===== src/rtl/adc_pkg.sv =====
// Constants, types and register map of the converter control block.
// Assumes a single 100 MHz clock and an 8-bit register port with 3-bit addresses.
package adc_pkg;
   // ----------------------------------------
   // Register offsets
   // ----------------------------------------
   localparam logic [2:0] OFS_INPUT_SELECT = 3'h0;
   localparam logic [2:0] OFS_CONTROL_STATUS = 3'h1;
   localparam logic [2:0] OFS_RESULT_LOW = 3'h2;
   localparam logic [2:0] OFS_RESULT_HIGH = 3'h3;
   localparam logic [2:0] OFS_TRIGGER_SOURCE = 3'h4;
   localparam logic [2:0] OFS_IRQ_STATUS = 3'h5;
   localparam logic [2:0] OFS_IRQ_MASK = 3'h6;
   // ----------------------------------------
   // Field positions
   // ----------------------------------------
   localparam int REF_HI = 7;
   localparam int REF_LO = 6;
   localparam int LJ_BIT = 5;
   localparam int CH_HI = 4;
   localparam int EN_BIT = 7;
   localparam int START_BIT = 6;
   localparam int ATE_BIT = 5;
   localparam int FLAG_BIT = 4;
   localparam int IE_BIT = 3;
   localparam int PS_HI = 2;
   localparam int IST_DONE = 0;
   localparam int IST_LOST = 1;
   // ----------------------------------------
   // Reset values and codes
   // ----------------------------------------
   localparam logic [7:0] INPUT_SELECT_RST = 8'h00;
   localparam logic [7:0] CONTROL_RST = 8'h00;
   localparam logic [2:0] TRIG_SRC_RST = 3'h0;
   localparam logic [1:0] IRQ_MASK_RST = 2'h0;
   localparam logic [2:0] TRIG_FREE_RUN = 3'h0;
   localparam logic [1:0] REF_EXTERNAL = 2'h0;
   localparam logic [1:0] REF_SUPPLY = 2'h1;
   localparam logic [1:0] REF_INTERNAL = 2'h3;
   localparam logic [4:0] CH_BANDGAP = 5'h1E;
   localparam logic [4:0] CH_GROUND = 5'h1F;
   // ----------------------------------------
   // Timing counts in converter clocks
   // ----------------------------------------
   localparam logic [4:0] FIRST_CONV_CLKS = 5'h19;
   localparam logic [4:0] NORMAL_CONV_CLKS = 5'h0D;
   localparam logic [4:0] SAMPLE_LEFT = 5'h0C;
   // ----------------------------------------
   // Types
   // ----------------------------------------
   typedef enum logic [1:0] {GAIN_1X = 2'h0, GAIN_10X = 2'h1, GAIN_200X = 2'h2} gain_e;
   typedef enum logic {CORE_IDLE = 1'h0, CORE_RUN = 1'h1} core_e;
   typedef struct packed {
      logic [2:0] pos;  // Positive input index
      logic [2:0] neg;  // Negative input index
      gain_e gain;      // Amplifier gain
      logic diff;       // Differential pair selected
      logic bg;         // Bandgap selected
      logic gnd;        // Ground selected
   } mux_s;
endpackage


===== src/rtl/conv_if.sv =====
// Link between the register side and the converter core sequencer.
// Assumes both ends run on the same clock.
`timescale 1ns/100ps
interface conv_if;
   logic start;          // One-cycle start request
   logic long_conv;      // Extended first conversion
   logic power;          // Converter powered
   logic [2:0] divider;  // Prescaler code
   logic [9:0] sample;   // Synchronised analog value
   logic done;           // One-cycle completion strobe
   logic [9:0] result;   // Result valid with done
   modport ctrl (output start, long_conv, power, divider, sample, input done, result);
   modport core (input start, long_conv, power, divider, sample, output done, result);
endinterface


===== src/rtl/adc_core_seq.sv =====
// Converter core sequencer: prescaler, clock counting, sample and hold.
// Assumes start only arrives while idle and power is high.
`timescale 1ns/100ps
module adc_core_seq
   import adc_pkg::*;
#(
   parameter int CNT_W = 7  // Prescaler counter width
)
(
   input wire logic clk,      // System clock
   input wire logic sys_rst,  // Async reset, active high
   conv_if.core cv            // Link to control side
);
   // ----------------------------------------
   // State
   // ----------------------------------------
   typedef struct packed {
      core_e state;           // Sequencer state
      logic [CNT_W-1:0] pre;  // Prescaler count
      logic [4:0] clks;       // Converter clocks left
      logic [9:0] held;       // Sampled value
      logic done;             // Completion strobe
      logic [9:0] result;     // Returned result
   } core_s;
   core_s q_reg;
   core_s q_next;
   logic tick;  // One converter clock elapsed

   // Refuse a counter too short for divide by 128
   generate
      if (CNT_W < 7)
      begin : g_chk
         $error("CNT_W must be at least 7");
      end
   endgenerate

   // Mask whose all-ones marks the end of one converter clock
   function automatic logic [CNT_W-1:0] div_mask(input logic [2:0] d);
      logic [3:0] k;
      k = (d < 3'h2) ? 4'h1 : {1'h0, d};
      div_mask = CNT_W'((1 << k) - 1);
   endfunction

   // Next state
   always_comb
   begin
      q_next = q_reg;
      q_next.done = 1'h0;
      tick = (q_reg.pre & div_mask(cv.divider)) == div_mask(cv.divider);
      case (q_reg.state)
         CORE_IDLE:
         begin
            // Prescaler held so conversion clocks align to the start
            q_next.pre = '0;
            if (cv.start && cv.power)
            begin
               q_next.state = CORE_RUN;
               q_next.clks = cv.long_conv ? FIRST_CONV_CLKS : NORMAL_CONV_CLKS;
            end
         end
         CORE_RUN:
         begin
            q_next.pre = q_reg.pre + 1'h1;
            if (tick)
            begin
               q_next.clks = q_reg.clks - 5'h01;
               if (q_reg.clks == SAMPLE_LEFT)
                  q_next.held = cv.sample;
               if (q_reg.clks == 5'h01)
               begin
                  q_next.state = CORE_IDLE;
                  q_next.result = q_reg.held;
                  q_next.done = 1'h1;
               end
            end
         end
         default:
            q_next.state = CORE_IDLE;
      endcase
      // Power loss drops the conversion without a strobe
      if (!cv.power)
      begin
         q_next.state = CORE_IDLE;
         q_next.done = 1'h0;
      end
   end

   // State register
   always_ff @(posedge clk or posedge sys_rst)
   begin
      if (sys_rst)
         q_reg <= '0;
      else
         q_reg <= q_next;
   end

   assign cv.done = q_reg.done;
   assign cv.result = q_reg.result;
endmodule


===== src/rtl/adc_ctrl.sv =====
// Converter control block: selection and control registers, triggering,
// result holding and interrupts, with the core sequencer below it.
// Assumes the register master never issues read and write together.
`timescale 1ns/100ps
module adc_ctrl
   import adc_pkg::*;
(
   input wire logic clk,                // System clock 100 MHz
   input wire logic sys_rst,            // Async reset, active high
   input wire logic [2:0] addr,         // Register address
   input wire logic [7:0] wdata,        // Write data
   input wire logic wr,                 // Write strobe
   input wire logic rd,                 // Read strobe
   output logic [7:0] rdata,            // Read data, cycle after rd
   input wire logic global_irq_enable,  // CPU global enable bit
   input wire logic irq_ack,            // Completion vector executed
   input wire logic [6:0] trigger_in,   // Trigger sources 1..7
   input wire logic [9:0] analog_in,    // Digitised analog value
   output logic converter_power,        // Converter powered
   output logic [1:0] reference_out,    // Active reference code
   output logic internal_ref_on,        // 2.56V reference on
   output logic [2:0] mux_pos,          // Positive input index
   output logic [2:0] mux_neg,          // Negative input index
   output adc_pkg::gain_e mux_gain,     // Amplifier gain
   output logic mux_diff,               // Differential pair
   output logic mux_bandgap,            // Bandgap selected
   output logic mux_ground,             // Ground selected
   output logic conv_irq,               // Completion interrupt
   output logic irq                     // Masked status interrupt
);
   import adc_pkg::*;

   // ----------------------------------------
   // State
   // ----------------------------------------
   typedef struct packed {
      logic [7:0] sel;      // Input select register
      logic [1:0] act_ref;  // Reference in use
      logic [4:0] act_ch;   // Channel in use
      logic en;             // Converter enable
      logic busy;           // Conversion running
      logic ate;            // Auto-trigger enable
      logic flag;           // Conversion done flag
      logic ie;             // Completion interrupt enable
      logic [2:0] ps;       // Prescaler code
      logic first;          // Next conversion is extended
      logic start;          // Start pulse to core
      logic long_conv;      // Extended flag to core
      logic [9:0] result;   // Held result
      logic locked;         // Result frozen by low read
      logic [2:0] trig_src; // Trigger source select
      logic trig_prev;      // Previous trigger level
      logic [1:0] ist;      // Sticky event status
      logic [1:0] imask;    // Event mask
      logic [7:0] rdata;    // Read data
      logic conv_irq;       // Completion interrupt
      logic irq;            // Status interrupt
      logic [9:0] sync1;    // Analog first stage
      logic [9:0] sync2;    // Analog second stage
      logic int_ref;        // Internal reference on
      mux_s mux;            // Decoded input routing
   } ctrl_s;
   ctrl_s q_reg;
   ctrl_s q_next;

   // ----------------------------------------
   // Decode helpers
   // ----------------------------------------
   logic wr_sel;     // Write to input select
   logic wr_ctl;     // Write to control
   logic rd_lo;      // Read of low result byte
   logic rd_hi;      // Read of high result byte
   logic en_now;     // Enable after this cycle
   logic en_rise;    // Enable written from zero to one
   logic busy_eff;   // Busy and not ending now
   logic trig_lvl;   // Selected trigger level
   logic auto_go;    // Auto-trigger request
   logic go;         // Start a conversion
   logic done_ok;    // Valid completion this cycle
   logic lost;       // Completion dropped while locked
   logic flag_clr;   // Flag clear request
   logic [7:0] lo_b; // Low byte view
   logic [7:0] hi_b; // High byte view

   conv_if cv ();

   // Channel code to input routing
   function automatic mux_s decode_ch(input logic [4:0] c);
      mux_s m;
      m = '0;
      m.gain = GAIN_1X;
      if (c[4:3] == 2'h0)
         m.pos = c[2:0];
      else if (c[4:3] == 2'h1)
      begin
         // Pairs share negative input 0 or 2; bit 1 picks high gain
         m.diff = 1'h1;
         m.neg = c[2] ? 3'h2 : 3'h0;
         m.pos = m.neg | {2'h0, c[0]};
         m.gain = c[1] ? GAIN_200X : GAIN_10X;
      end
      else if (c == CH_BANDGAP)
         m.bg = 1'h1;
      else if (c == CH_GROUND)
         m.gnd = 1'h1;
      else
      begin
         // Unity-gain pairs against input 1 or input 2
         m.diff = 1'h1;
         m.neg = c[3] ? 3'h2 : 3'h1;
         m.pos = c[2:0];
      end
      decode_ch = m;
   endfunction

   // ----------------------------------------
   // Next-state logic
   // ----------------------------------------
   always_comb
   begin
      q_next = q_reg;
      q_next.start = 1'h0;
      q_next.rdata = 8'h00;
      // Analog value comes from another domain
      q_next.sync1 = analog_in;
      q_next.sync2 = q_reg.sync1;

      wr_sel = wr && addr == OFS_INPUT_SELECT;
      wr_ctl = wr && addr == OFS_CONTROL_STATUS;
      rd_lo = rd && addr == OFS_RESULT_LOW;
      rd_hi = rd && addr == OFS_RESULT_HIGH;

      // Register writes
      if (wr_sel)
         q_next.sel = wdata;
      if (wr_ctl)
      begin
         q_next.en = wdata[EN_BIT];
         q_next.ate = wdata[ATE_BIT];
         q_next.ie = wdata[IE_BIT];
         q_next.ps = wdata[PS_HI:0];
      end
      if (wr && addr == OFS_TRIGGER_SOURCE)
         q_next.trig_src = wdata[2:0];
      if (wr && addr == OFS_IRQ_MASK)
         q_next.imask = wdata[1:0];

      en_now = q_next.en;
      en_rise = en_now && !q_reg.en;
      busy_eff = q_reg.busy && !cv.done;

      // Trigger edge; switching source may itself make an edge
      trig_lvl = 1'h0;
      if (q_reg.trig_src != TRIG_FREE_RUN)
         trig_lvl = trigger_in[q_reg.trig_src - 3'h1];
      q_next.trig_prev = trig_lvl;
      // Free running restarts on completion only, never on a switch
      if (q_reg.trig_src == TRIG_FREE_RUN)
         auto_go = q_reg.ate && cv.done && q_reg.busy;
      else
         auto_go = q_reg.ate && trig_lvl && !q_reg.trig_prev;

      // Completion
      done_ok = cv.done && q_reg.busy && en_now;
      lost = done_ok && q_reg.locked;
      if (done_ok)
      begin
         q_next.busy = 1'h0;
         if (!q_reg.locked)
            q_next.result = cv.result;
      end

      // Start: a start while busy and not ending this cycle is simply dropped
      go = en_now && !busy_eff && ((wr_ctl && wdata[START_BIT]) || auto_go);
      if (go)
      begin
         q_next.start = 1'h1;
         q_next.busy = 1'h1;
         q_next.long_conv = q_reg.first || en_rise;
         q_next.first = 1'h0;
      end
      else if (en_rise)
         q_next.first = 1'h1;

      // Disable aborts and forgets the pending extended start
      if (!en_now)
      begin
         q_next.busy = 1'h0;
         q_next.first = 1'h0;
      end

      // Selection takes effect only between conversions
      if (go || !busy_eff)
      begin
         q_next.act_ref = q_next.sel[REF_HI:REF_LO];
         q_next.act_ch = q_next.sel[CH_HI:0];
      end
      q_next.int_ref = q_next.act_ref == REF_INTERNAL;
      q_next.mux = decode_ch(q_next.act_ch);

      // Done flag: setting wins over clearing
      flag_clr = (wr_ctl && wdata[FLAG_BIT]) || irq_ack;
      q_next.flag = (q_reg.flag && !flag_clr) || done_ok;
      q_next.conv_irq = q_next.flag && q_next.ie && global_irq_enable;

      // Justification applies to the read view only
      lo_b = q_reg.sel[LJ_BIT] ? {q_reg.result[1:0], 6'h00} : q_reg.result[7:0];
      hi_b = q_reg.sel[LJ_BIT] ? q_reg.result[9:2] : {6'h00, q_reg.result[9:8]};

      // Low read freezes result, high read releases it
      if (rd_lo)
         q_next.locked = 1'h1;
      if (rd_hi)
         q_next.locked = 1'h0;

      // Read mux; unmapped addresses read zero
      if (rd)
      begin
         case (addr)
            OFS_INPUT_SELECT: q_next.rdata = q_reg.sel;
            OFS_CONTROL_STATUS: q_next.rdata = {q_reg.en, q_reg.busy, q_reg.ate, q_reg.flag,
                                                q_reg.ie, q_reg.ps};
            OFS_RESULT_LOW: q_next.rdata = lo_b;
            OFS_RESULT_HIGH: q_next.rdata = hi_b;
            OFS_TRIGGER_SOURCE: q_next.rdata = {5'h00, q_reg.trig_src};
            OFS_IRQ_STATUS: q_next.rdata = {6'h00, q_reg.ist};
            OFS_IRQ_MASK: q_next.rdata = {6'h00, q_reg.imask};
            default: q_next.rdata = 8'h00;
         endcase
      end

      // Sticky events; a read clears them but a new event survives
      if (rd && addr == OFS_IRQ_STATUS)
         q_next.ist = 2'h0;
      q_next.ist[IST_DONE] = q_next.ist[IST_DONE] || done_ok;
      q_next.ist[IST_LOST] = q_next.ist[IST_LOST] || lost;
      q_next.irq = |(q_next.ist & q_next.imask);
   end

   // ----------------------------------------
   // State register
   // ----------------------------------------
   always_ff @(posedge clk or posedge sys_rst)
   begin
      if (sys_rst)
      begin
         q_reg <= '0;
         q_reg.sel <= INPUT_SELECT_RST;
         q_reg.trig_src <= TRIG_SRC_RST;
         q_reg.imask <= IRQ_MASK_RST;
      end
      else
         q_reg <= q_next;
   end

   // ----------------------------------------
   // Core and outputs
   // ----------------------------------------
   assign cv.start = q_reg.start;
   assign cv.long_conv = q_reg.long_conv;
   assign cv.power = q_reg.en;
   assign cv.divider = q_reg.ps;
   assign cv.sample = q_reg.sync2;

   adc_core_seq #(.CNT_W(7)) u_core (
      .clk(clk),
      .sys_rst(sys_rst),
      .cv(cv.core)
   );

   assign rdata = q_reg.rdata;
   assign converter_power = q_reg.en;
   assign reference_out = q_reg.act_ref;
   assign internal_ref_on = q_reg.int_ref;
   assign mux_pos = q_reg.mux.pos;
   assign mux_neg = q_reg.mux.neg;
   assign mux_gain = q_reg.mux.gain;
   assign mux_diff = q_reg.mux.diff;
   assign mux_bandgap = q_reg.mux.bg;
   assign mux_ground = q_reg.mux.gnd;
   assign conv_irq = q_reg.conv_irq;
   assign irq = q_reg.irq;
endmodule


===== config.mk =====
export PLATFORM = sky130hd
export DESIGN_NAME = adc_ctrl
export DESIGN_NICKNAME = d
export VERILOG_FILES = /design/src/rtl/adc_pkg.sv /design/src/rtl/conv_if.sv /design/src/rtl/adc_core_seq.sv /design/src/rtl/adc_ctrl.sv
export SDC_FILE = /design/constraint.sdc
export NUM_CORES = 1
export LEC_CHECK = 0
export ABC_AREA = 1
export BUFFER_PORTS_ARGS = -buffer_cell sky130_fd_sc_hd__buf_4
export CAP_MARGIN = 40
export CORE_UTILIZATION = 35
export DETAILED_ROUTE_END_ITERATION = 6
export GPL_TIMING_DRIVEN = 0
export SLEW_MARGIN = 15
export SYNTH_ARGS = -nofsm -noshare
export SYNTH_HDL_FRONTEND = slang
export SYNTH_HIERARCHICAL = 1
export SYNTH_SLANG_ARGS = --single-unit

===== constraint.sdc =====
create_clock -name clk -period 2.5 [get_ports clk]
set_clock_uncertainty 0.05 [all_clocks]
set_input_delay 0.125 -clock clk [delete_from_list [all_inputs] [get_ports clk]]
set_output_delay 0.125 -clock clk [all_outputs]
set_load 0.005 [all_outputs]

==> metrics.txt, run 1 <==
# TYPE chip_impl_metric gauge
chip_impl_metric{name="post_synth_edffs",unit=""} 0
chip_impl_info{name="top_ff_cell_synth",value="dfrtp_1"} 1
chip_impl_metric{name="syn2layout_area_growth",unit="%"} 27.3
chip_impl_info{name="most-common-layout-cells",value="dfrtp_1, nand2_1, buf_4"} 1
chip_impl_metric{name="ys_types",unit=""} 45
chip_impl_metric{name="detail_route.iter0.violations",unit=""} 254
chip_impl_metric{name="globalRoute.totalOverflow",unit=""} 0
chip_impl_metric{name="cts.repair.resized",unit=""} 0
chip_impl_metric{name="register_area",unit="um2"} 3000
chip_impl_metric{name="antenna_found_initial",unit=""} 0
chip_impl_metric{name="finalCritPeriodShare",unit=""} 0.811
chip_impl_metric{name="cell_internal_pwr",unit="W"} 0.00410
chip_impl_metric{name="critical_path_required",unit="ns"} 2.73
chip_impl_info{name="cp_common_cell",value="nand2_1"} 1
chip_impl_metric{name="num-fill-cells",unit=""} 1432
chip_impl_metric{name="power.switching_fraction",unit=""} 0.264
chip_impl_metric{name="post_route_cells_drive_above_1_share",unit=""} 0.267
chip_impl_metric{name="power.ir.vdd_worst",unit="V"} 0.000413
chip_impl_metric{name="buffer_ports.inserted",unit=""} 56
chip_impl_metric{name="timing.slew.headroom",unit=""} 0.513
chip_impl_metric{name="multi_input_area",unit="um2"} 1780
chip_impl_metric{name="total_leakage_power",unit="nW"} 3.44
chip_impl_metric{name="worst_hold_slack",unit="ns"} 0.0218
chip_impl_metric{name="worst_path_largest_cell_delay",unit="ns"} 0.54
chip_impl_metric{name="cap_violations",unit=""} 0
chip_impl_metric{name="nets",unit=""} 709
chip_impl_metric{name="floorplan.die_area",unit="um2"} 16000
chip_impl_metric{name="finalSetupTns",unit="ns"} 0
chip_impl_metric{name="fraction_of_the_yosys_area_taken_by_sequential_cells",unit=""} 0.555
chip_impl_info{name="worstSetupPathType",value="in2reg"} 1
chip_impl_info{name="unrepaired_setup_endpoints_after_global_routing",value="no"} 1
chip_impl_info{name="run_status",value="finished, final reports clean"} 1
chip_impl_metric{name="drt-pass1-iter-count",unit=""} 4
chip_impl_info{name="cell_at_the_slowest_stage_of_the_critical_path",value="dlygate4sd3_1"} 1
chip_impl_metric{name="i_o_pin_cnt",unit=""} 59
chip_impl_metric{name="synthesis.area",unit="um2"} 5410
chip_impl_metric{name="timing.final.max_slew_violations",unit=""} 0
chip_impl_metric{name="grt_pass1_vias",unit=""} 3964
chip_impl_metric{name="switching_power",unit="W"} 0.00147
chip_impl_metric{name="max_slew.worst_pin.slew",unit="ns"} 0.729
chip_impl_metric{name="routed_wire_length",unit="mm"} 11.4
chip_impl_metric{name="maximum_number_of_pins_on_one_net_before_global_route_repair",unit=""} 65
chip_impl_metric{name="largest_register_ff_count",unit=""} 37
chip_impl_metric{name="detail-route-antenna-nets",unit=""} 0
chip_impl_metric{name="grt_pass1_wl",unit="mm"} 19.6
chip_impl_info{name="layout.cells.most_common",value="dfrtp_1"} 1
chip_impl_info{name="tritoncts",value="done"} 1
chip_impl_metric{name="cts_max_level",unit=""} 4
chip_impl_metric{name="worst_setup_hold_path_clk_slew",unit="ns"} 0.05
chip_impl_metric{name="power.share.combinational",unit=""} 0.160
chip_impl_metric{name="power_density_relative_to_cell_area",unit="nW/um2"} 809
chip_impl_info{name="startpoint_class",value="primary input"} 1
chip_impl_metric{name="max-clock-path-buffers",unit=""} 2
chip_impl_metric{name="clock_share_of_power",unit=""} 0.429
chip_impl_metric{name="clock.fmax",unit="MHz"} 493
chip_impl_metric{name="insertion_delay",unit="ns"} 0.41
chip_impl_metric{name="effective_utilization_at_floorplan",unit=""} 0.357
chip_impl_metric{name="design.core.area",unit="um2"} 15100
chip_impl_metric{name="track_usage",unit=""} 0.159
chip_impl_metric{name="drc",unit=""} 0
chip_impl_metric{name="cts.sinks",unit=""} 120
chip_impl_metric{name="timing.critical_path.fanout_max",unit=""} 8
chip_impl_info{name="clock-root-buffer",value="clkbuf_16"} 1
chip_impl_metric{name="synth-warning-count",unit=""} 6
chip_impl_metric{name="report.final.setup_viol",unit=""} 0
chip_impl_info{name="timing.hold.worst.class",value="in2reg"} 1
chip_impl_metric{name="post_synth_inst_count",unit=""} 573
chip_impl_metric{name="placement_rows",unit=""} 45
chip_impl_metric{name="avgSynthCellArea",unit="um2"} 9.45
chip_impl_metric{name="chipWidth",unit="um"} 126
chip_impl_info{name="critical_path.cell_chain",value="dlygate4sd3_1, buf_6, inv_2, nor2_4, nand2_2, inv_4, nand2_2, inv_1, nand2_1, nand3b_1, dlygate4sd3_1, nand2_1, nand2_1, nor2_1"} 1
chip_impl_metric{name="sequential_share_of_power",unit=""} 0.410
chip_impl_metric{name="hpwlAfterDp",unit="mm"} 8.19
chip_impl_metric{name="route.detailed.vias_per_inst",unit=""} 4.59
chip_impl_metric{name="n_antenna_cell",unit=""} 0
chip_impl_info{name="cp-end-kind",value="flop"} 1
chip_impl_metric{name="overall_via_count_from_detail_route",unit=""} 3986
chip_impl_metric{name="synth.net_count",unit=""} 613
chip_impl_metric{name="critPathArrivalTime",unit="ns"} 2.26
chip_impl_metric{name="dp.cells",unit=""} 818
chip_impl_metric{name="finished_layout_cells",unit=""} 869
chip_impl_metric{name="chipHeight",unit="um"} 126
chip_impl_metric{name="synth-seq-cells",unit=""} 120
chip_impl_metric{name="timing_hold_violations_final",unit=""} 0
chip_impl_metric{name="cts_made_buffers",unit=""} 17
chip_impl_metric{name="asyncSetResetFlopFracSynth",unit=""} 1.00
chip_impl_metric{name="wire_per_inst",unit="um"} 13.1
chip_impl_metric{name="layout_min_cycle_time",unit="ns"} 2.03
chip_impl_metric{name="gp_routability_congestion",unit=""} 0.837
## path summary, 6_finish.rpt
kind                                            start                       end  slack, ns  cells past startpoint
worst max-delay path                          addr[0]        conv_irq$_DFF_PP0_       0.47                     14
worst min-delay path                               wr       q_reg[82]$_DFF_PP0_       0.02                      3
worst max register to register  q_reg[47]$_DFFE_PP0P_  cv.long_conv$_DFFE_PP0P_       0.56                     10
worst min register to register   q_next[17]$_DFF_PP0_    cv.sample[5]$_DFF_PP0_       0.30                      0
max in group asynchronous                     sys_rst  u_core/cv.done$_DFF_PP0_       1.56                      3
min in group asynchronous                     sys_rst    cv.sample[1]$_DFF_PP0_       0.21                      3
## power by group through the flow
stage | clock (W) | sequential, W | combinational [W]
after floorplan | 0 | 0.00228 | 0.000602
after global placement | 0 | 0.00231 | 0.000851
after detailed placement | 0 | 0.00232 | 0.000878
after CTS | 0.00246 | 0.00229 | 0.000907
after global routing | 0.00254 | 0.00232 | 0.00102
final | 0.00239 | 0.00229 | 0.000894
## final cells by class
type,count,area share
Inverter,82,0.0454
Sequential cell,120,0.436
Clock buffer,21,0.0683
Multi-Input combinational cell,330,0.258
Clock inverter,10,0.0174
Buffer,41,0.0463
Timing Repair Buffer,77,0.0941
Tap cell,188,0.0341
## worst max-delay path, delay by kind of cell
kind | cells | cell delay (ns)
buf+inv | 6 | 1.47
simple gates | 8 | 0.65
## synthesized netlist by cell type, types with 3 or more instances
cell type,number,area [um2]
o21ai_0,25,125
nor2_1,47,176
buf_2,3,15.0
inv_1,78,293
nor3_1,7,35.0
dfrtp_1,120,3000
nor3_2,3,30.0
xor2_1,3,26.3
nand2_4,3,33.8
nand3_1,25,125
nor2_4,3,33.8
buf_6,7,78.8
nand2_1,119,447
a21oi_1,17,85.1
nand4_1,6,37.5
a221oi_1,3,26.3
nand2_2,7,43.8
o21ai_2,27,236
ha_1,6,75.1
buf_4,29,218
o21ai_1,3,15.0
## metal layers
| layer | routed length, um | track usage | vias up |
|---|---|---|---|
| met5 | 0 | 0 | - |
| met4 | 136 | 0.0602 | 0 |
| met3 | 510 | 0.0388 | 13 |
| met2 | 5410 | 0.258 | 87 |
| met1 | 5300 | 0.206 | 1908 |
| li1 | - | - | 1978 |
## kinds of logic (layout without fill, tap and decap cells)
| group | after synthesis | in the layout | synth area share |
|---|---|---|---|
| xor gates and xnor gates | 4 | 4 | 0.00647 |
| other | 1 | 1 | 0.000693 |
| AOI/OAI and AO/OA | 86 | 86 | 0.109 |
| and+or+nand+nor | 233 | 233 | 0.199 |
| buffers and inverters | 123 | 231 | 0.116 |
| DFF | 120 | 120 | 0.555 |
| adders and majority gates | 6 | 6 | 0.0139 |
## stage by stage
stage	utilization	worst slack, ns	cell area [um2]	total power (W)
finish	0.455	0.472	6890	0.00557
global route	0.455	0.331	6890	0.00587
CTS	0.455	0.494	6890	0.00565
detailed placement	0.403	0.532	6100	0.00320
global placement	0.401	-0.877	6070	0.00316
floorplan	-	0.103	5410	0.00288
## what timing repair did
| item | in CTS | in global routing |
|---|---|---|
| setup buffers | 0 | 0 |
| hold endpoints to repair | 77 | 0 |
| hold buffers | 20 | 0 |
Note: power is estimated with default switching activity, not from simulation.
==> run 2: changes to the inputs <==
==> constraint.sdc (replaced) <==
create_clock -name clk -period 1.81 [get_ports clk]
set_clock_uncertainty 0.05 [all_clocks]
set_input_delay 0.0905 -clock clk [delete_from_list [all_inputs] [get_ports clk]]
set_output_delay 0.0905 -clock clk [all_outputs]
set_load 0.005 [all_outputs]
==> run 2 against run 1 <==
  * Routed wire length fell by 0.63%
  * Sequential share of layout area fell by 0.73 points
  * Final cell count rose by 1.2%
  * Utilization rose by 0.79 points
  * Total power rose by 41%
  * Via count rose by 1.1%
  * Register-to-register slack got worse by 0.46 ns
  * First-iteration DRC count fell by 23%
  * Hold slack improved by 0.011 ns
  * Critical path depth fell by 2
  * Die area did not move
  * Sequential power rose by 38%
  * Critical endpoint is now q_reg[55]$_DFFE_PP0P_
==> metrics.txt, run 2 (same netlist as run 1, synthesis figures left out) <==
# TYPE chip_impl_metric gauge
chip_impl_metric{name="depth_of_the_worst_hold_timing_path",unit=""} 3
chip_impl_metric{name="critical_path_required",unit="ns"} 2.05
chip_impl_info{name="run_status",value="finished, final reports clean"} 1
chip_impl_metric{name="setup_slack",unit="ns"} 0.0917
chip_impl_metric{name="max_slew.worst_pin.slew",unit="ns"} 0.714
chip_impl_metric{name="detail-route-antenna-nets",unit=""} 0
chip_impl_metric{name="route.detailed.vias_per_inst",unit=""} 4.58
chip_impl_metric{name="report.final.setup_viol",unit=""} 0
chip_impl_metric{name="insertion_delay",unit="ns"} 0.41
chip_impl_metric{name="drt-pass1-iter-count",unit=""} 4
chip_impl_metric{name="syn2layout_area_growth",unit="%"} 29.5
chip_impl_metric{name="cap_violations",unit=""} 0
chip_impl_metric{name="worst_setup_hold_path_clk_slew",unit="ns"} 0.05
chip_impl_metric{name="timing.final.max_slew_violations",unit=""} 0
chip_impl_metric{name="antenna_found_initial",unit=""} 0
chip_impl_metric{name="track_usage",unit=""} 0.155
chip_impl_metric{name="buffer_ports.inserted",unit=""} 56
chip_impl_metric{name="post_route_cells_drive_above_1_share",unit=""} 0.275
chip_impl_metric{name="nets",unit=""} 718
chip_impl_info{name="most-common-layout-cells",value="nand2_1, dfrtp_1, buf_4"} 1
chip_impl_metric{name="placement_rows",unit=""} 45
chip_impl_metric{name="finalSetupTns",unit="ns"} 0
chip_impl_metric{name="largest_register_ff_count",unit=""} 37
chip_impl_metric{name="timing.critical_path.fanout_max",unit=""} 10
chip_impl_metric{name="i_o_pin_cnt",unit=""} 59
chip_impl_metric{name="detail_route.iter0.violations",unit=""} 195
chip_impl_info{name="tritoncts",value="done"} 1
chip_impl_info{name="holdCritStartpoint",value="wr"} 1
chip_impl_metric{name="timing_hold_violations_final",unit=""} 0
chip_impl_metric{name="total_leakage_power",unit="nW"} 3.49
chip_impl_metric{name="power.ir.vdd_worst",unit="V"} 0.000763
chip_impl_metric{name="postLayoutCoreUtil",unit=""} 0.463
chip_impl_metric{name="worst_hold_slack",unit="ns"} 0.0329
chip_impl_metric{name="grt_pass1_vias",unit=""} 3958
chip_impl_metric{name="detailedPlace.worstSlack",unit="ns"} -0.126
chip_impl_metric{name="overall_via_count_from_detail_route",unit=""} 4030
chip_impl_info{name="startpoint_class",value="primary input"} 1
chip_impl_metric{name="timing.slew.headroom",unit=""} 0.523
chip_impl_metric{name="power_density_relative_to_cell_area",unit="nW/um2"} 1120
chip_impl_info{name="unrepaired_setup_endpoints_after_global_routing",value="yes"} 1
chip_impl_metric{name="grt_pass1_wl",unit="mm"} 19.1
chip_impl_metric{name="cts_made_buffers",unit=""} 17
chip_impl_info{name="hold_end",value="converter_power$_DFF_PP0_"} 1
chip_impl_metric{name="cts.sinks",unit=""} 120
chip_impl_metric{name="maximum_number_of_pins_on_one_net_before_global_route_repair",unit=""} 36
chip_impl_metric{name="clock.fmax",unit="MHz"} 582
chip_impl_info{name="cp-end-kind",value="flop"} 1
chip_impl_metric{name="layout_min_cycle_time",unit="ns"} 1.72
chip_impl_metric{name="drc",unit=""} 0
chip_impl_metric{name="critPathArrivalTime",unit="ns"} 1.96
chip_impl_metric{name="chipHeight",unit="um"} 126
chip_impl_metric{name="n_antenna_cell",unit=""} 0
chip_impl_metric{name="routed_wire_length",unit="mm"} 11.3
chip_impl_info{name="clock-root-buffer",value="clkbuf_16"} 1
chip_impl_metric{name="finalCritPeriodShare",unit=""} 0.949
chip_impl_info{name="crit-reg2reg-capture",value="mux_pos[0]$_DFF_PP0_"} 1
chip_impl_metric{name="ff2ff_setup_slack",unit="ns"} 0.10
chip_impl_metric{name="floorplan.die_area",unit="um2"} 16000
chip_impl_metric{name="max-clock-path-buffers",unit=""} 2
chip_impl_metric{name="gp_routability_congestion",unit=""} 0.859
chip_impl_metric{name="timing.reg2reg.worst_path_depth",unit=""} 9
chip_impl_metric{name="effective_utilization_at_floorplan",unit=""} 0.357
chip_impl_info{name="r2r_start",value="q_reg[70]$_DFFE_PP0P_"} 1
chip_impl_metric{name="cts_max_level",unit=""} 4
chip_impl_metric{name="chipWidth",unit="um"} 126
chip_impl_info{name="worstSetupPathType",value="in2reg"} 1
chip_impl_info{name="timing.hold.worst.class",value="in2reg"} 1
chip_impl_metric{name="hpwlAfterDp",unit="mm"} 8.11
chip_impl_metric{name="wire_per_inst",unit="um"} 12.8
chip_impl_metric{name="design.core.area",unit="um2"} 15100
chip_impl_metric{name="globalRoute.totalOverflow",unit=""} 0
[run 2: what timing repair did]
item	CTS	global route
cloned	0	0
hold endpoints to repair	81	0
buffers inserted	2	1
resized for setup	2	8
setup endpoints to repair	8	14
hold buffers	25	0
pin swaps	1	2
[run 2: layer usage]
metal	global-route usage	part of all wire	vias up
li1	-	-	2000
met1	0.209	0.47	1941
met2	0.239	0.47	78
met3	0.0493	0.048	11
met4	0.0468	0.011	0
met5	0	0	-
[run 2: metrics by stage]
step | area [um2] | cells | power (W)
4_1_cts | 6980 | 878 | 0.00791
6_report | 7010 | 879 | 0.00785
3_5_place_dp | 6110 | 819 | 0.00442
5_1_grt | 7010 | 879 | 0.00827
3_3_place_gp | 6070 | 817 | 0.00437
2_1_floorplan | 5420 | 573 | 0.00398
[run 2: worst max-delay path, stage by stage]
cell	delay (ns)
dlygate4sd3_1	0.54
buf_6	0.14
inv_2	0.05
nor2_4	0.11
nand2_2	0.13
inv_4	0.12
nand2_2	0.10
o21ai_4	0.16
nand4_1	0.12
buf_2	0.20
nor2_1	0.14
a21oi_1	0.05
[run 2: worst max-delay path by stage]
stage                     startpoint                        to  slack (ns)  cells after the start
3_3_place_gp   q_reg[47]$_DFFE_PP0P_  cv.long_conv$_DFFE_PP0P_       -0.09                     10
2_1_floorplan  q_reg[47]$_DFFE_PP0P_  cv.long_conv$_DFFE_PP0P_        0.17                     10
6_report                     addr[0]     q_reg[55]$_DFFE_PP0P_        0.09                     12
4_1_cts        q_reg[70]$_DFFE_PP0P_      mux_neg[1]$_DFF_PP0_        0.02                      9
5_1_grt        q_reg[47]$_DFFE_PP0P_  cv.long_conv$_DFFE_PP0P_       -0.04                     10
3_5_place_dp   q_reg[47]$_DFFE_PP0P_  cv.long_conv$_DFFE_PP0P_       -0.13                     10
[run 2: area by class of cell]
type,count,area [um2]
inverters,82,317
well taps,188,235
clock inverters,11,148
clock buffers,21,450
repair buffers,86,733
multi-input cells,330,1800
fillers,1427,8140
flip-flops and latches,120,3000
plain buffers,41,325
[run 2: power by group]
part	total [W]	switching (W)	internal, W
Combinational	0.00130	0.000698	0.000605
Clock	0.00339	0.00119	0.00220
Sequential	0.00316	0.000183	0.00297
==> run 3: changes to the inputs <==
--- a/config.mk
+++ b/config.mk
@@ -5,7 +5,6 @@
 export SDC_FILE = /design/constraint.sdc
 export NUM_CORES = 1
 export LEC_CHECK = 0
-export ABC_AREA = 1
 export BUFFER_PORTS_ARGS = -buffer_cell sky130_fd_sc_hd__buf_4
 export CAP_MARGIN = 40
 export CORE_UTILIZATION = 35
==> run 3 against run 2 <==
  * Critical path type is now reg2reg
  * Die area shrank 3.3%
  * Highest routed layer unchanged
  * Via count shrank 15%
  * The flow now finishes with violations (setup timing)
  * First-iteration DRC count shrank 19%
  * Global-route usage shrank 0.49 points
  * Combinational power grew 32%
  * Maximum frequency shrank 17%
  * Synthesized cell count shrank 27%
  * Sequential cell count is the same
  * Sequential power grew 5%
==> metrics.txt, run 3 <==
# TYPE chip_impl_metric gauge
chip_impl_metric{name="routed-wl-met2",unit="mm"} 5.25
chip_impl_metric{name="ys_types",unit=""} 56
chip_impl_info{name="top_ff_cell_synth",value="dfrtp_1"} 1
chip_impl_metric{name="n_antenna_cell",unit=""} 0
chip_impl_metric{name="wire_per_inst",unit="um"} 14.8
chip_impl_metric{name="place_area",unit="um2"} 6050
chip_impl_metric{name="design_area_final",unit="um2"} 7070
chip_impl_info{name="cell_at_the_slowest_stage_of_the_critical_path",value="dfrtp_2"} 1
chip_impl_metric{name="depth_of_the_worst_hold_timing_path",unit=""} 4
chip_impl_metric{name="synth.mux.area_fraction",unit=""} 0.154
chip_impl_metric{name="setup_slack",unit="ns"} -0.270
chip_impl_metric{name="post_synth_and_or_nand_nor_area_fraction",unit=""} 0.106
chip_impl_info{name="timing.hold.worst.class",value="in2reg"} 1
chip_impl_metric{name="i_o_pin_cnt",unit=""} 59
chip_impl_metric{name="cell_internal_pwr",unit="W"} 0.00602
chip_impl_metric{name="cts_made_buffers",unit=""} 17
chip_impl_metric{name="worst-path-stages",unit=""} 7
chip_impl_metric{name="hpwlAfterDp",unit="mm"} 7.43
chip_impl_info{name="routed.top_layer",value="met4"} 1
chip_impl_info{name="critical_path.cell_chain",value="inv_2, ha_4, mux4_2, nor2_4, nor4_4, o311a_1, mux2_4"} 1
chip_impl_metric{name="drt-pass1-iter-count",unit=""} 4
chip_impl_metric{name="effective_utilization_at_floorplan",unit=""} 0.360
chip_impl_metric{name="power_density_relative_to_cell_area",unit="nW/um2"} 1160
chip_impl_metric{name="timing.reg2reg.worst_path_depth",unit=""} 7
chip_impl_metric{name="nets",unit=""} 570
chip_impl_info{name="cp-end-kind",value="flop"} 1
chip_impl_metric{name="grt_pass1_wl",unit="mm"} 18.0
chip_impl_info{name="netlist.top_cell.by_area",value="dfrtp_1"} 1
chip_impl_metric{name="track_usage",unit=""} 0.150
chip_impl_info{name="endpoint",value="cv.long_conv$_DFFE_PP0P_"} 1
chip_impl_metric{name="worst_path_largest_cell_delay",unit="ns"} 0.43
chip_impl_metric{name="synth-compound-area-share",unit=""} 0.0732
chip_impl_metric{name="sequential_share_of_power",unit=""} 0.404
chip_impl_metric{name="post_route_cells_drive_above_1_share",unit=""} 0.383
chip_impl_metric{name="design.core.area",unit="um2"} 14500
chip_impl_metric{name="route.detailed.vias_per_inst",unit=""} 4.72
chip_impl_info{name="run_status",value="finished with violations"} 1
chip_impl_metric{name="path_buf_inv",unit=""} 1
chip_impl_metric{name="timing_hold_violations_final",unit=""} 0
chip_impl_metric{name="maximum_number_of_pins_on_one_net_before_global_route_repair",unit=""} 37
chip_impl_info{name="setup.worst_path.start",value="q_reg[47]$_DFFE_PP0P_"} 1
chip_impl_metric{name="timing.slew.headroom",unit=""} 0.535
chip_impl_info{name="synth_common_cells",value="dfrtp_1, mux2_2, buf_4"} 1
chip_impl_info{name="layout.cells.most_common",value="dfrtp_1"} 1
chip_impl_metric{name="avgSynthCellArea",unit="um2"} 12.6
chip_impl_metric{name="drc",unit=""} 0
chip_impl_metric{name="chipHeight",unit="um"} 124
chip_impl_metric{name="synthesis.area",unit="um2"} 5230
chip_impl_metric{name="power.share.combinational",unit=""} 0.209
chip_impl_metric{name="floorplan.die_area",unit="um2"} 15400
chip_impl_metric{name="detail_route.iter0.violations",unit=""} 157
chip_impl_metric{name="buffer_ports.inserted",unit=""} 57
chip_impl_info{name="tritoncts",value="done"} 1
chip_impl_metric{name="report.final.setup_viol",unit=""} 26
chip_impl_metric{name="synth.net_count",unit=""} 456
chip_impl_info{name="worstSetupPathType",value="reg2reg"} 1
chip_impl_info{name="failed_checks",value="setup timing"} 1
chip_impl_metric{name="post_synth_fa_ha_maj_area_fraction",unit=""} 0.0143
chip_impl_metric{name="asyncSetResetFlopFracSynth",unit=""} 1.00
chip_impl_metric{name="ff2ff_setup_slack",unit="ns"} -0.27
chip_impl_metric{name="fraction_of_the_yosys_area_taken_by_sequential_cells",unit=""} 0.574
chip_impl_metric{name="worst_setup_hold_path_clk_slew",unit="ns"} 0.05
chip_impl_metric{name="placement_rows",unit=""} 44
chip_impl_info{name="worst_path_dominant_cell_family",value="multiplexers"} 1
chip_impl_metric{name="timing.critical_path.fanout_max",unit=""} 4
chip_impl_metric{name="grt_pass1_vias",unit=""} 3593
chip_impl_metric{name="netlist.area_leader.share",unit=""} 0.574
chip_impl_metric{name="cap_violations",unit=""} 0
chip_impl_metric{name="max-clock-path-buffers",unit=""} 2
chip_impl_metric{name="antenna_found_initial",unit=""} 0
chip_impl_metric{name="critical_path_required",unit="ns"} 2.06
chip_impl_metric{name="post_synth_inst_count",unit=""} 416
chip_impl_metric{name="globalRoute.totalOverflow",unit=""} 0
chip_impl_metric{name="clock.fmax",unit="MHz"} 481
chip_impl_info{name="main_combinational_cell_family_by_area_after_synthesis",value="multiplexers"} 1
chip_impl_info{name="r2r_start",value="q_reg[47]$_DFFE_PP0P_"} 1
chip_impl_metric{name="cts.sinks",unit=""} 120
chip_impl_metric{name="routed_wire_length",unit="mm"} 10.7
chip_impl_info{name="startpoint_class",value="flop"} 1
chip_impl_metric{name="post_synth_xor_area_fraction",unit=""} 0.00837
chip_impl_metric{name="cts_max_level",unit=""} 4
chip_impl_metric{name="largest_register_ff_count",unit=""} 37
chip_impl_metric{name="synth-warning-count",unit=""} 6
chip_impl_metric{name="clock_share_of_power",unit=""} 0.387
chip_impl_metric{name="insertion_delay",unit="ns"} 0.42
chip_impl_info{name="crit-reg2reg-capture",value="cv.long_conv$_DFFE_PP0P_"} 1
chip_impl_metric{name="critPathArrivalTime",unit="ns"} 2.33
chip_impl_info{name="unrepaired_setup_endpoints_after_global_routing",value="yes"} 1
chip_impl_metric{name="timing.final.max_slew_violations",unit=""} 0
chip_impl_metric{name="post_synth_edffs",unit=""} 0
chip_impl_metric{name="switching_power",unit="W"} 0.00217
chip_impl_metric{name="detail-route-antenna-nets",unit=""} 0
chip_impl_metric{name="drt-met1-wl",unit="mm"} 4.96
chip_impl_info{name="clock-root-buffer",value="clkbuf_16"} 1
chip_impl_metric{name="syn2layout_area_growth",unit="%"} 35.1
chip_impl_metric{name="synth-seq-cells",unit=""} 120
chip_impl_info{name="most-common-layout-cells",value="dfrtp_1, buf_4, mux2_4, nor2_1, dlygate4sd3_1"} 1
chip_impl_metric{name="chipWidth",unit="um"} 124
chip_impl_metric{name="power.ir.vdd_worst",unit="V"} 0.000693
chip_impl_info{name="most_frequently_used_cell_type_in_the_post_synthesis_netlist",value="dfrtp_1"} 1
chip_impl_metric{name="finalSetupTns",unit="ns"} -4.38
chip_impl_metric{name="total_leakage_power",unit="nW"} 3.40
chip_impl_metric{name="gp_routability_congestion",unit=""} 0.776
chip_impl_metric{name="met3WireLength",unit="um"} 345
chip_impl_metric{name="power.switching_fraction",unit=""} 0.265
chip_impl_metric{name="layout_min_cycle_time",unit="ns"} 2.08
chip_impl_metric{name="max_slew.worst_pin.slew",unit="ns"} 0.697
chip_impl_info{name="synth.area.top_cells",value="dfrtp_1, mux2_2, buf_4"} 1
chip_impl_metric{name="finalCritPeriodShare",unit=""} 1.15
chip_impl_metric{name="overall_via_count_from_detail_route",unit=""} 3435
## run 3: cell count changes after synthesis, moves of 10 or more
cell	previous run	this run
nand3_1	25	7
mux2i_1	0	12
o21ai_2	27	0
o21ai_0	25	11
mux2_2	0	32
nand2_1	119	16
inv_1	78	18
mux2_4	0	10
nor2_1	47	25
## run 3: cells by family after synthesis
family                     Yosys count
AOI/OAI and AO/OA                   54
xor gates and xnor gates             5
adders and majority gates            6
buffers and inverters               61
DFF                                120
muxes                               67
other                                1
and+or+nand+nor                    102
## run 3: worst min-delay path by stage
stage	from	to	slack, ns
after floorplan	analog_in[0]	q_next[12]$_DFF_PP0_	0.07
after detailed placement	sys_rst	q_reg[59]$_DFFE_PP0P_	0.09
after CTS	addr[1]	rdata[2]$_DFF_PP0_	0.04
after global routing	wr	q_reg[42]$_DFF_PP0_	0.1
final	addr[1]	rdata[2]$_DFF_PP0_	0.07
after global placement	analog_in[0]	q_next[12]$_DFF_PP0_	0.15
## run 3: metrics by stage
stage / cells / utilization / hold WS (ns) / total power [W] / setup WS [ns]
6_report: 727 / 0.486 / 0.0711 / 0.00819 / -0.270
2_1_floorplan: 416 / - / 0.0719 / 0.00429 / -0.211
5_1_grt: 727 / 0.486 / 0.0984 / 0.00860 / -0.334
3_3_place_gp: 657 / 0.414 / 0.151 / 0.00475 / -0.436
3_5_place_dp: 659 / 0.416 / 0.0918 / 0.00481 / -0.427
4_1_cts: 723 / 0.480 / 0.0414 / 0.00821 / -0.280
## run 3: worst min-delay path, cell delays in order
cell and delay (ns):
buf_4 0.14, inv_1 0.09, a222oi_1 0.07, nor2_1 0.10
## run 3: per-layer routing
metal / vias to the layer above / global-route usage
li1: 1659 / -
met1: 1701 / 0.193
met2: 62 / 0.232
met3: 13 / 0.0395
met4: 0 / 0.0787
met5: - / 0
## run 3: cell type report
cell class,instances,area [um2]
buffer,41,324
clock buffer,24,462
clock inverter,8,97.6
fill,1317,7460
inverter,18,71.3
multi-input combinational,235,2060
sequential,120,3010
tap,184,230
timing repair buffer,97,823
## run 3: power by group through the flow
| stage | clock network [W] | logic (W) | registers [W] |
|---|---|---|---|
| final | 0.00317 | 0.00171 | 0.00331 |
| after global routing | 0.00336 | 0.00188 | 0.00335 |
| after CTS | 0.00324 | 0.00168 | 0.00329 |
| after detailed placement | 0 | 0.00148 | 0.00333 |
| after global placement | 0 | 0.00144 | 0.00332 |
| after floorplan | 0 | 0.00103 | 0.00326 |
## run 3: timing repair
| item | CTS | global route |
|---|---|---|
| cloned | 1 | 0 |
| endpoints found under the hold margin | 142 | 0 |
| setup buffers | 9 | 6 |
| pin swaps | 6 | 6 |
| setup endpoints to repair | 40 | 33 |
| hold buffers | 22 | 0 |
| resized for setup | 18 | 13 |
